[src/hra_pkg.sv]
// constants for the hid report and register access block
// Operation
// RULE_01: flag D0 on an invalid command, such as bad size, and skip it.
// RULE_02: abort and flag D1 when a byte sent to the target is refused.
// RULE_03: abort and flag D2 when bus arbitration is lost.
// RULE_04: flag D3 if bus not free in 256 ms or a byte exceeds 10 ms.
// RULE_05: report upper nibble echoes the sequence number of the command.
// RULE_06: report byte 1 holds the count of bytes written, 0 to 32.
// RULE_07: report byte 2 holds the count of bytes read, 0 to 32.
// RULE_08: report byte 3 is reserved with no meaning.
// RULE_09: a 32-byte read-data field always follows from byte 4, filled from start.
// RULE_10: host uses only as many data bytes as the read count says.
// RULE_11: five-byte report 0x3C writes 16-bit data to an address, low bytes first.
// RULE_12: three-byte report 0x4B latches a 16-bit read address, low byte first.
// RULE_13: read report 0x5A returns data at the latched address, low then high.
// RULE_14: host sets the read address before reading a register.
// RULE_15: every bus command gets exactly one status report back.
// RULE_16: latched read address holds until a new read-address report arrives.
package hra_pkg;
   // timing
   localparam int CLK_MHZ   = 250;
   localparam int FREE_MS   = 256;
   localparam int BYTE_MS   = 10;
   localparam int FREE_CYC  = FREE_MS * 1000 * CLK_MHZ;
   localparam int BYTE_CYC  = BYTE_MS * 1000 * CLK_MHZ;
   localparam int TMR_W     = 26;
   // report layout
   localparam logic [5:0] DATA_MAX  = 6'h20;
   localparam logic [5:0] HDR_LEN   = 6'h04;
   localparam logic [5:0] RPT_LAST  = 6'h23;
   localparam int FLG_REQ_ERR = 0;
   localparam int FLG_NAK     = 1;
   localparam int FLG_ARB     = 2;
   localparam int FLG_TMO     = 3;
   localparam logic [7:0] RSVD_BYTE = 8'h00;
   // feature report identifiers and lengths
   localparam logic [7:0] ID_REG_WR  = 8'h3C;
   localparam logic [7:0] ID_RD_ADDR = 8'h4B;
   localparam logic [7:0] ID_REG_RD  = 8'h5A;
   localparam logic [2:0] LEN_REG_WR = 3'h4;
   localparam logic [2:0] LEN_RD_ADR = 3'h2;
   // software registers
   localparam logic [7:0] A_CTRL   = 8'h00;
   localparam logic [7:0] A_STATUS = 8'h04;
   localparam logic [7:0] A_MASK   = 8'h08;
   localparam logic [7:0] A_LAST   = 8'h0C;
   localparam int EV_DONE = 0;
   localparam int EV_REQ  = 1;
   localparam int EV_NAK  = 2;
   localparam int EV_ARB  = 3;
   localparam int EV_TMO  = 4;
   localparam int EV_FWR  = 5;
   localparam int EV_FERR = 6;
   localparam int EV_W    = 7;
   localparam logic [EV_W-1:0] MASK_RST = 7'h00;
   localparam logic            EN_RST   = 1'b1;
   typedef enum logic [1:0] {
      ST_IDLE = 2'b00,
      ST_WAIT = 2'b01,
      ST_XFER = 2'b10,
      ST_RPT  = 2'b11
   } hra_state_type;
endpackage

[src/hra_core.sv]
// hid status report builder and feature report register access
//
// The register addresses and the address-and-strobe port are this design's own decisions.
`timescale 1ns/1ps
`default_nettype none
module hra_core #(
   parameter int FREE_CYC = hra_pkg::FREE_CYC,
   parameter int BYTE_CYC = hra_pkg::BYTE_CYC
) (
   // clock and reset
   input  wire logic        i_clk,
   input  wire logic        i_sys_rst,
   // bus command from the out report decoder
   input  wire logic        i_cmd_valid,
   input  wire logic [3:0]  i_cmd_seq,
   input  wire logic [7:0]  i_cmd_wr_size,
   input  wire logic [7:0]  i_cmd_rd_size,
   output logic             o_cmd_ready,
   // two-wire bus engine
   output logic             o_xfer_start,
   output logic             o_xfer_abort,
   input  wire logic        i_bus_busy,
   input  wire logic        i_byte_active,
   input  wire logic        i_tx_byte,
   input  wire logic        i_rx_valid,
   input  wire logic [7:0]  i_rx_data,
   input  wire logic        i_nak,
   input  wire logic        i_arb_lost,
   input  wire logic        i_xfer_done,
   // status report stream to the in endpoint
   output logic             o_rpt_valid,
   output logic [7:0]       o_rpt_data,
   output logic             o_rpt_last,
   input  wire logic        i_rpt_ready,
   // feature set reports from the control endpoint
   input  wire logic        i_fset_valid,
   input  wire logic [7:0]  i_fset_data,
   input  wire logic        i_fset_last,
   // feature get request
   input  wire logic        i_fget_req,
   input  wire logic [7:0]  i_fget_id,
   output logic             o_fget_valid,
   output logic             o_fget_err,
   output logic [7:0]       o_fget_lsb,
   output logic [7:0]       o_fget_msb,
   // internal register map
   output logic             o_regw_en,
   output logic [15:0]      o_regw_addr,
   output logic [15:0]      o_regw_data,
   output logic [15:0]      o_regr_addr,
   input  wire logic [15:0] i_regr_data,
   // software register port
   input  wire logic [7:0]  i_addr,
   input  wire logic [31:0] i_wdata,
   input  wire logic        i_wr,
   input  wire logic        i_rd,
   output logic [31:0]      o_rdata,
   output logic             o_irq
);

   typedef struct packed {
      hra_pkg::hra_state_type  state;
      logic [3:0]              seq;
      logic [7:0]              flags;
      logic [5:0]              wr_cnt;
      logic [5:0]              rd_cnt;
      logic [31:0][7:0]        rbuf;
      logic [hra_pkg::TMR_W-1:0] tmr;
      logic                    cmd_ready;
      logic                    xfer_start;
      logic                    xfer_abort;
      logic                    rpt_valid;
      logic [7:0]              rpt_data;
      logic                    rpt_last;
      logic [5:0]              idx;
      logic [3:0][7:0]         fbuf;
      logic [2:0]              fcnt;
      logic [15:0]             rd_addr;
      logic                    regw_en;
      logic [15:0]             regw_addr;
      logic [15:0]             regw_data;
      logic                    fget_valid;
      logic                    fget_err;
      logic [7:0]              fget_lsb;
      logic [7:0]              fget_msb;
      logic                    ctrl_en;
      logic [hra_pkg::EV_W-1:0] status;
      logic [hra_pkg::EV_W-1:0] mask;
      logic [31:0]             rdata;
      logic                    irq;
   } hra_st_type;

   hra_st_type st_r;
   hra_st_type st_nxt;

   localparam logic [hra_pkg::TMR_W-1:0] FREE_LIM = hra_pkg::TMR_W'(FREE_CYC - 1);
   localparam logic [hra_pkg::TMR_W-1:0] BYTE_LIM = hra_pkg::TMR_W'(BYTE_CYC - 1);

   // byte of the status report at position i
   function automatic logic [7:0] rpt_byte(input hra_st_type s, input logic [5:0] i);
      logic [5:0] d;
      d = i - hra_pkg::HDR_LEN;
      case (i)
         6'h00:   rpt_byte = s.flags;
         6'h01:   rpt_byte = {2'h0, s.wr_cnt}; // RULE_06
         6'h02:   rpt_byte = {2'h0, s.rd_cnt}; // RULE_07
         6'h03:   rpt_byte = hra_pkg::RSVD_BYTE; // RULE_08
         default: rpt_byte = s.rbuf[d[4:0]]; // RULE_09
      endcase
   endfunction

   always_comb begin
      logic [hra_pkg::EV_W-1:0] ev;
      logic                     accept;
      logic                     bad;
      ev     = '0;
      st_nxt = st_r;
      st_nxt.xfer_start = 1'b0;
      st_nxt.xfer_abort = 1'b0;
      st_nxt.regw_en    = 1'b0;
      st_nxt.fget_valid = 1'b0;
      st_nxt.fget_err   = 1'b0;
      st_nxt.rdata      = 32'h0000_0000;
      accept = i_cmd_valid && st_r.cmd_ready;
      bad    = (i_cmd_wr_size > {2'h0, hra_pkg::DATA_MAX})
            || (i_cmd_rd_size > {2'h0, hra_pkg::DATA_MAX});

      case (st_r.state)
         hra_pkg::ST_IDLE: begin
            if (accept) begin
               st_nxt.seq    = i_cmd_seq;
               st_nxt.flags  = {i_cmd_seq, 4'h0}; // RULE_05
               st_nxt.wr_cnt = 6'h00;
               st_nxt.rd_cnt = 6'h00;
               st_nxt.rbuf   = '0;
               st_nxt.tmr    = '0;
               if (bad) begin
                  st_nxt.flags[hra_pkg::FLG_REQ_ERR] = 1'b1; // RULE_01
                  ev[hra_pkg::EV_REQ] = 1'b1;
                  st_nxt.state = hra_pkg::ST_RPT;
               end else begin
                  st_nxt.state = hra_pkg::ST_WAIT;
               end
            end
         end
         hra_pkg::ST_WAIT: begin
            if (!i_bus_busy) begin
               st_nxt.xfer_start = 1'b1;
               st_nxt.tmr        = '0;
               st_nxt.state      = hra_pkg::ST_XFER;
            end else if (st_r.tmr >= FREE_LIM) begin
               st_nxt.flags[hra_pkg::FLG_TMO] = 1'b1; // RULE_04
               ev[hra_pkg::EV_TMO] = 1'b1;
               st_nxt.state = hra_pkg::ST_RPT;
            end else begin
               st_nxt.tmr = st_r.tmr + 1'b1;
            end
         end
         hra_pkg::ST_XFER: begin
            if (i_tx_byte && st_r.wr_cnt < hra_pkg::DATA_MAX) begin
               st_nxt.wr_cnt = st_r.wr_cnt + 1'b1; // RULE_06
            end
            if (i_rx_valid && st_r.rd_cnt < hra_pkg::DATA_MAX) begin
               st_nxt.rbuf[st_r.rd_cnt[4:0]] = i_rx_data; // RULE_09
               st_nxt.rd_cnt = st_r.rd_cnt + 1'b1; // RULE_07
            end
            st_nxt.tmr = i_byte_active ? st_r.tmr + 1'b1 : '0;
            if (i_nak) begin
               st_nxt.flags[hra_pkg::FLG_NAK] = 1'b1; // RULE_02
               ev[hra_pkg::EV_NAK] = 1'b1;
               st_nxt.xfer_abort = 1'b1;
               st_nxt.state = hra_pkg::ST_RPT;
            end else if (i_arb_lost) begin
               st_nxt.flags[hra_pkg::FLG_ARB] = 1'b1; // RULE_03
               ev[hra_pkg::EV_ARB] = 1'b1;
               st_nxt.xfer_abort = 1'b1;
               st_nxt.state = hra_pkg::ST_RPT;
            end else if (i_byte_active && st_r.tmr >= BYTE_LIM) begin
               st_nxt.flags[hra_pkg::FLG_TMO] = 1'b1; // RULE_04
               ev[hra_pkg::EV_TMO] = 1'b1;
               st_nxt.xfer_abort = 1'b1;
               st_nxt.state = hra_pkg::ST_RPT;
            end else if (i_xfer_done) begin
               st_nxt.state = hra_pkg::ST_RPT;
            end
         end
         hra_pkg::ST_RPT: begin
            // one 36-byte report per command
            if (!st_r.rpt_valid) begin
               st_nxt.rpt_valid = 1'b1;
               st_nxt.idx       = 6'h00;
               st_nxt.rpt_data  = rpt_byte(st_r, 6'h00);
               st_nxt.rpt_last  = 1'b0;
            end else if (i_rpt_ready) begin
               if (st_r.rpt_last) begin
                  st_nxt.rpt_valid = 1'b0; // RULE_15
                  st_nxt.rpt_last  = 1'b0;
                  ev[hra_pkg::EV_DONE] = 1'b1;
                  st_nxt.state = hra_pkg::ST_IDLE;
               end else begin
                  st_nxt.idx      = st_r.idx + 1'b1;
                  st_nxt.rpt_data = rpt_byte(st_r, st_nxt.idx);
                  st_nxt.rpt_last = (st_nxt.idx == hra_pkg::RPT_LAST); // RULE_09
               end
            end
         end
         default: st_nxt.state = hra_pkg::ST_IDLE;
      endcase

      // feature set reports
      if (i_fset_valid) begin
         if (i_fset_last) begin
            st_nxt.fcnt = 3'h0;
            if (st_r.fbuf[0] == hra_pkg::ID_REG_WR && st_r.fcnt == hra_pkg::LEN_REG_WR) begin
               st_nxt.regw_en   = 1'b1; // RULE_11
               st_nxt.regw_addr = {st_r.fbuf[2], st_r.fbuf[1]};
               st_nxt.regw_data = {i_fset_data, st_r.fbuf[3]};
               ev[hra_pkg::EV_FWR] = 1'b1;
            end else if (st_r.fbuf[0] == hra_pkg::ID_RD_ADDR
                         && st_r.fcnt == hra_pkg::LEN_RD_ADR) begin
               st_nxt.rd_addr = {i_fset_data, st_r.fbuf[1]}; // RULE_12 RULE_16
            end else begin
               ev[hra_pkg::EV_FERR] = 1'b1;
            end
         end else if (st_r.fcnt < hra_pkg::LEN_REG_WR) begin
            st_nxt.fbuf[st_r.fcnt[1:0]] = i_fset_data;
            st_nxt.fcnt = st_r.fcnt + 1'b1;
         end else begin
            st_nxt.fcnt = 3'h5;
         end
      end

      // feature get reports
      if (i_fget_req) begin
         if (i_fget_id == hra_pkg::ID_REG_RD) begin
            st_nxt.fget_valid = 1'b1; // RULE_13
            st_nxt.fget_lsb   = i_regr_data[7:0];
            st_nxt.fget_msb   = i_regr_data[15:8];
         end else begin
            st_nxt.fget_err = 1'b1;
            ev[hra_pkg::EV_FERR] = 1'b1;
         end
      end

      // software registers, status set wins over clear
      st_nxt.status = st_r.status;
      if (i_wr) begin
         case (i_addr)
            hra_pkg::A_CTRL:   st_nxt.ctrl_en = i_wdata[0];
            hra_pkg::A_STATUS: st_nxt.status = st_r.status & ~i_wdata[hra_pkg::EV_W-1:0];
            hra_pkg::A_MASK:   st_nxt.mask = i_wdata[hra_pkg::EV_W-1:0];
            default: ;
         endcase
      end
      st_nxt.status = st_nxt.status | ev;
      if (i_rd) begin
         case (i_addr)
            hra_pkg::A_CTRL:   st_nxt.rdata = {31'h0, st_r.ctrl_en};
            hra_pkg::A_STATUS: st_nxt.rdata = {25'h0, st_r.status};
            hra_pkg::A_MASK:   st_nxt.rdata = {25'h0, st_r.mask};
            hra_pkg::A_LAST:   st_nxt.rdata = {8'h00, 2'h0, st_r.rd_cnt,
                                               2'h0, st_r.wr_cnt, st_r.flags};
            default:           st_nxt.rdata = 32'h0000_0000;
         endcase
      end
      st_nxt.irq       = |(st_nxt.status & st_nxt.mask);
      st_nxt.cmd_ready = (st_nxt.state == hra_pkg::ST_IDLE) && st_nxt.ctrl_en;
   end

   always_ff @(posedge i_clk) begin
      if (i_sys_rst) begin
         st_r         <= '0;
         st_r.state   <= hra_pkg::ST_IDLE;
         st_r.ctrl_en <= hra_pkg::EN_RST;
         st_r.mask    <= hra_pkg::MASK_RST;
      end else begin
         st_r <= st_nxt;
      end
   end

   assign o_cmd_ready  = st_r.cmd_ready;
   assign o_xfer_start = st_r.xfer_start;
   assign o_xfer_abort = st_r.xfer_abort;
   assign o_rpt_valid  = st_r.rpt_valid;
   assign o_rpt_data   = st_r.rpt_data;
   assign o_rpt_last   = st_r.rpt_last;
   assign o_fget_valid = st_r.fget_valid;
   assign o_fget_err   = st_r.fget_err;
   assign o_fget_lsb   = st_r.fget_lsb;
   assign o_fget_msb   = st_r.fget_msb;
   assign o_regw_en    = st_r.regw_en;
   assign o_regw_addr  = st_r.regw_addr;
   assign o_regw_data  = st_r.regw_data;
   assign o_regr_addr  = st_r.rd_addr;
   assign o_rdata      = st_r.rdata;
   assign o_irq        = st_r.irq;
endmodule
`default_nettype wire

[config.mk]
export PLATFORM = sky130hd
export DESIGN_NAME = hra_core
export DESIGN_NICKNAME = d
export VERILOG_FILES = /design/src/hra_pkg.sv /design/src/hra_core.sv
export SDC_FILE = /design/constraint.sdc
export NUM_CORES = 1
export LEC_CHECK = 0
export BUFFER_PORTS_ARGS = -buffer_cell sky130_fd_sc_hd__buf_2
export CORE_MARGIN = 2
export CORE_UTILIZATION = 33
export DETAILED_ROUTE_END_ITERATION = 8
export PLACE_DENSITY_LB_ADDON = 0.3
export SLEW_MARGIN = 20
export SYNTH_ARGS = -nofsm -noshare
export SYNTH_HDL_FRONTEND = slang
export SYNTH_SLANG_ARGS = --single-unit
[constraint.sdc]
create_clock -name i_clk -period 5.2 [get_ports i_clk]
set_input_delay 0.78 -clock i_clk [delete_from_list [all_inputs] [get_ports i_clk]]
set_output_delay 0.78 -clock i_clk [all_outputs]
set_load 0.02 [all_outputs]
# Yosys cells after proc, flatten, opt, wreduce, memory -nomap -nowiden
# Index checks and enable logic that the tools add are counted.
# W data, S select, Z words.
[totals]
reg_bits = 477
input_bits = 116
wordCells = 237
[classes]
addsub = 6
n_lt_le_gt_ge = 12
eq_ne = 28
n_mux = 79
bitwise = 11
n_reduce_logical = 35
[ops]
columns = ["op", "n"]
rows = [
  ["$pmux W268 S2", 1],
  ["$mux W308", 1],
  ["$mux W262", 1],
  ["$bwmux W256", 1],
  ["$pmux W22 S4", 1],
  ["$mux W26", 3],
  ["$pmux W26 S3", 1],
  ["$bmux W8 S5", 1],
  ["$demux W8 S5", 1],
  ["$mux W33", 1],
  ["$bwmux W32", 1],
  ["$mux W1", 32],
  ["$mux W16", 2],
  ["$mux W8", 4],
  ["$pmux W8 S4", 1],
  ["$mux W2", 15],
  ["$add A26 B1 Y26 const B", 1],
  ["$ge A26 B22 Y1 const B", 1],
  ["$ge A26 B26 Y1 const B", 1],
  ["$ne A2 B2 Y1 const B", 12],
  ["$reduce_and A3 Y1", 7],
  ["$add A6 B1 Y6 const B", 3],
  ["$demux W8 S2", 1],
  ["$eq A8 B4 Y1 const B", 2],
  ["45 further kinds", 76],
]

# Logic depth before layout (Yosys ltp)
[logic_depth]
word_depth = 11
depth_mapped = 12
depth_no_buf = 10

# Least setup slack after synthesis
# No wires, ideal clock.
[synth_path]
kind = "flip-flop to flip-flop"
startpoint = "register st_r[150] (netlist name)"
endpoint = "register st_r (netlist bit o_rpt_data[0])"
setup_time_ns = 0.139
arrival_ns = 3.084
path_slack_ns = 1.976
stages_incl_launch_ff = 13
synth_period_minus_slack_ns = 3.224
cell_sequence = "dfxtp_1 buf_6 buf_2 buf_6 inv_1 ha_1 buf_2 clkbuf_1 mux4_2 mux4_2 mux2_2 nand3_1 o221ai_1"
[synth_via]
elab_chain_len = 8
[synth_rtl]
columns = ["item", "line_no", "source"]
rows = [
  ["from (decl)", "hra_core.sv:93", "hra_st_type st_r;"],
  ["from (signal assigned)", "hra_core.sv:277", "st_r <= st_nxt;"],
  ["$add A6 B1 Y6 (*)", "hra_core.sv:201", "st_nxt.idx = st_r.idx + 1'b1;"],
  ["$sub A5 B3 Y5", "hra_core.sv:102", "d = i - hra_pkg::HDR_LEN;"],
  ["$bmux W8 S5", "hra_core.sv:108", "default: rpt_byte = s.rbuf[d[4:0]];"],
  ["$mux W8 (implied by the code)", "hra_core.sv:108", ""],
  ["$pmux W8 S4 (*)", "hra_core.sv:103", "case (i)"],
  ["$mux W8 (*)", "hra_core.sv:195", "if (st_r.rpt_last) begin"],
  ["$mux W16 (*)", "hra_core.sv:194", "end else if (i_rpt_ready) begin"],
  ["$mux W16 (*)", "hra_core.sv:189", "if (!st_r.rpt_valid) begin"],
]
# Every way passes the cells marked *; elsewhere a longest branch is shown, timed or not. The select of a mux whose other input is x is not followed.
# A chain may end at the register's enable or synchronous reset.

# Final worst setup path
[layout_path]
startpoint = "register st_r[150] (netlist name)"
endpoint = "register st_r (netlist bit o_rpt_data[6])"
# Same word-level chain as after synthesis.

==> reports/results.txt <==
outcome: completed
nature of the critical path startpoint: flip-flop
worst r2r src: st_r[150]
CORE AREA: 63,100 sq um
Clk pin slew, worst setup/hold paths: 0.06 ns
placed insts: 3,160
Detail Route Antenna Nets: 0
vias in the first global route: 16,690
EDFF count, synth: 0
Avg Vias per Cell: 5.33
Leakage: 8.60 nW
power per cell area: 353 nW/um^2
total wire length: 61.2 mm
layout cells sized above 1: 16.4%
Rel. slew slack: 25.8%
DR WL/cell: 18.8 um
slowest CP cell: mux4_2
R2R Path End: o_rpt_data[6]
Die Height: 257 um
Final setup viols: 0
register area: 9230 sq um
Starting Density: 33.4%
CTS buffer count: 52
final total power: 0.00827 W
Worst Skew: 0.0273 ns
Worst Path Required: 5.64 ns
max-slew violations: 0
RSZ-0062 raised after global routing: no
reg2reg path depth: 11
GPL Wtd Cong: 0.861
Detail Placement HPWL: 39.7 mm
Top cell by count, worst path: ha_1
max_cap viols: 0
slowest cell delay on critical path: 0.64 ns
CP Data Arrival Time: 4.20 ns
first-pass GRT wire length: 95.0 mm
nets: 2,505
min cycle time layout: 3.76 ns
pre-CTS setup slack: 1.41 ns
die width: 257 um
initial antenna violation count: 1
IO Count: 229
Die Area: 65,800 sq um
area of the multi-input gates: 10,200 sq um
Mapped Cells: 2,396
Ys Warns: 0
Post-CTS Repair Setup Buffers: 0
Post-Syn Area: 21,000 sq um
row count: 92
reported net switching power: 0.00230 W
root buf cell: clkbuf_16
Max VDD drop: 225 uV
min-delay src: i_bus_busy
Post-synth ARST share: 0%
final worst setup slack: 1.44 ns
Final Hold Fails: 0
GRT Overall Usage: 18.0%
TritonCTS sink count: 461
Clk pwr share: 45.0%
critical-path cell list: ha_1, xor2_2, buf_4, inv_1, ha_1, xnor2_1, xnor2_4, mux4_2, mux2i_1, or3_1, a31oi_1
setup TNS: 0 ns
switch share: 27.7%
critical path peak fanout: 24
ys flop type: dfxtp_1
First DRT Iteration DRCs: 1,534
post-synth cell types: 70
Residual DRC: 0
sequential share of the synthesized area: 43.9%
CTS tree: yes
cell family with the largest share of critical-path delay: multiplexers
Worst Tran Pin Value: 1.11 ns
Avg Synthesized Cell Area: 8.78 sq um
GRT overflow: 0
Vias: 17,361
internal power: 0.00598 W
clock buffer depth: 3
WHS Path Cells: 2
port bufs: 191
largest net degree at the start of global routing: 151
period utilization: 72.4%
Clock Latency Late Sink: 0.61 ns
kind of critical path: flip-flop to flip-flop
fill count: 6,432
cells resized by post-CTS repair: 0
Min-Delay Path Class: input port to flip-flop
kind of end point of the critical path: flip-flop
Post-CTS Hold Buffers: 0
CTS HTree Levels: 2
number of synthesized register bits: 461
CP bufs+invs: 2
drt first pass iters: 6
setup slack, reg-to-reg: 1.44 ns
Non-Filler Instances: 3,257
sequential fraction of design power: 43.8%
Combinational Power Share: 11.2%
Worst Hold End: o_xfer_start
Inserted Diodes: 0
Synth-to-Final Area Change: 11.5%
Fmax: 0.266 GHz
-- layout by cell type, fill, tap and decap left out, types with 7 or more instances in the layout --
cell       instances
clkinv_2          10
nor3b_1            9
dfxtp_1          460
o21ai_0           86
mux2i_1           53
inv_1             22
buf_2            190
nand2b_1          12
nor3_1             8
nand2_1          348
nor2b_1           10
mux4_1            12
nand3_1          319
xnor2_1           15
mux2_2            16
ha_1              20
a31oi_1            8
a22oi_1            7
nand4_1           18
and3_1            60
conb_1            12
and2_1            24
nor4_1             7
clkbuf_16         52
nor2_1           129
mux4_2            69
xor2_1            17
clkbuf_8          10
a21oi_1          271
clkbuf_1          14
buf_4             18
-- power by group through the flow --
stage / clock network [W] / registers [W] / logic (W)
6_report: 0.00373 / 0.00362 / 0.000925
5_1_grt: 0.00395 / 0.00363 / 0.000996
4_1_cts: 0.00381 / 0.00362 / 0.000912
3_5_place_dp: 0 / 0.00370 / 0.000908
3_3_place_gp: 0 / 0.00370 / 0.000898
2_1_floorplan: 0 / 0.00369 / 0.000616
-- registers in the layout, summed over array words and instances (netlist names) --
register	count
o_cmd_ready	1
o_xfer_start	1
o_rdata	20
o_irq	1
o_regw_en	1
o_regw_addr	16
o_regw_data	16
o_fget_valid	1
o_fget_err	1
o_fget_msb	8
st_r	360
o_rpt_last	1
o_fget_lsb	8
o_rpt_valid	1
o_xfer_abort	1
o_rpt_data	8
o_regr_addr	16
-- cell usage after synthesis, types with 3 or more instances --
cell type  count  share of area (%)
a22oi_1        7               0.25
mux2i_1       53                2.5
nand2b_1      13               0.39
nor4_1         8               0.24
and3_1        60                1.8
a2bb2oi_1      4               0.17
buf_2         15               0.36
buf_6          6               0.32
ha_1          21                1.2
xor2_1        17               0.71
buf_1         19               0.34
nand3_1      319                7.6
dfxtp_1      461                 44
nor4bb_1       3               0.14
nor3_1         8               0.19
and2_1        25               0.74
nand4_1       18               0.54
buf_4        105                3.7
clkbuf_1     159                2.8
a222oi_1       6               0.29
mux4_1        12                1.5
xnor2_1       15               0.62
nor2_1       129                2.3
nor4b_1        6               0.25
o21ai_0       86                2.0
nor2b_1       11               0.33
nand2_1      348                6.2
inv_1         22               0.39
nand3b_1       5               0.18
nor3b_1        9               0.32
mux4_2        69                7.4
a21oi_1      272                6.5
mux2_2        16               0.86
a21o_1         4               0.14
and4_1         5               0.21
or4_1          5               0.18
o221ai_1       6               0.25
a31oi_1        8               0.24
-- metrics by stage --
step | utilization (%) | instance area [sq um] | hold slack (ns)
2_1_floorplan | - | 21100 | 0.432
3_3_place_gp | 34.4 | 21700 | 0.440
3_5_place_dp | 34.4 | 21700 | 0.444
4_1_cts | 37.2 | 23500 | 0.342
5_1_grt | 37.2 | 23500 | 0.373
6_report | 37.2 | 23500 | 0.392
-- how the worst max path moves through the flow --
stage | slack, ns | endpoint | start | cells after the start
after floorplan | 1.98 | o_rpt_data[0] | st_r[150] | 12
after global placement | 1.43 | o_rpt_data[6] | st_r[150] | 11
after detailed placement | 1.41 | o_rpt_data[6] | st_r[150] | 11
after CTS | 1.40 | o_rpt_data[6] | st_r[150] | 11
after global routing | 1.22 | o_rpt_data[6] | st_r[150] | 11
final | 1.44 | o_rpt_data[6] | st_r[150] | 11
-- area by class of cell --
class,count,share of cell area (%)
clock inverter,21,1.06
inverter,22,0.352
timing repair buffer,211,4.83
clock buffer,76,6.36
tap,846,4.51
sequential,461,39.3
multi-input combinational,1620,43.5
-- cells by family (layout without fill, tap and decap cells) --
family,Yosys count,in the layout,share of synthesized area (%)
simple gates,986,986,22.2
flops,461,461,43.9
compound gates,417,417,10.8
buf+inv,326,330,7.99
mux,150,150,12.3
xor+xnor,34,34,1.54
fa+ha+maj,21,21,1.25
other cells,1,12,0.0178
-- routing by layer --
metal,up-vias,track usage [%],wire (um)
met1,8404,23.4,26200
li1,8236,-,-
met5,-,0,14
met2,619,30.2,29300
met3,100,3.28,4320
met4,2,5.35,1310
Note: power is estimated with default switching activity, not from simulation.
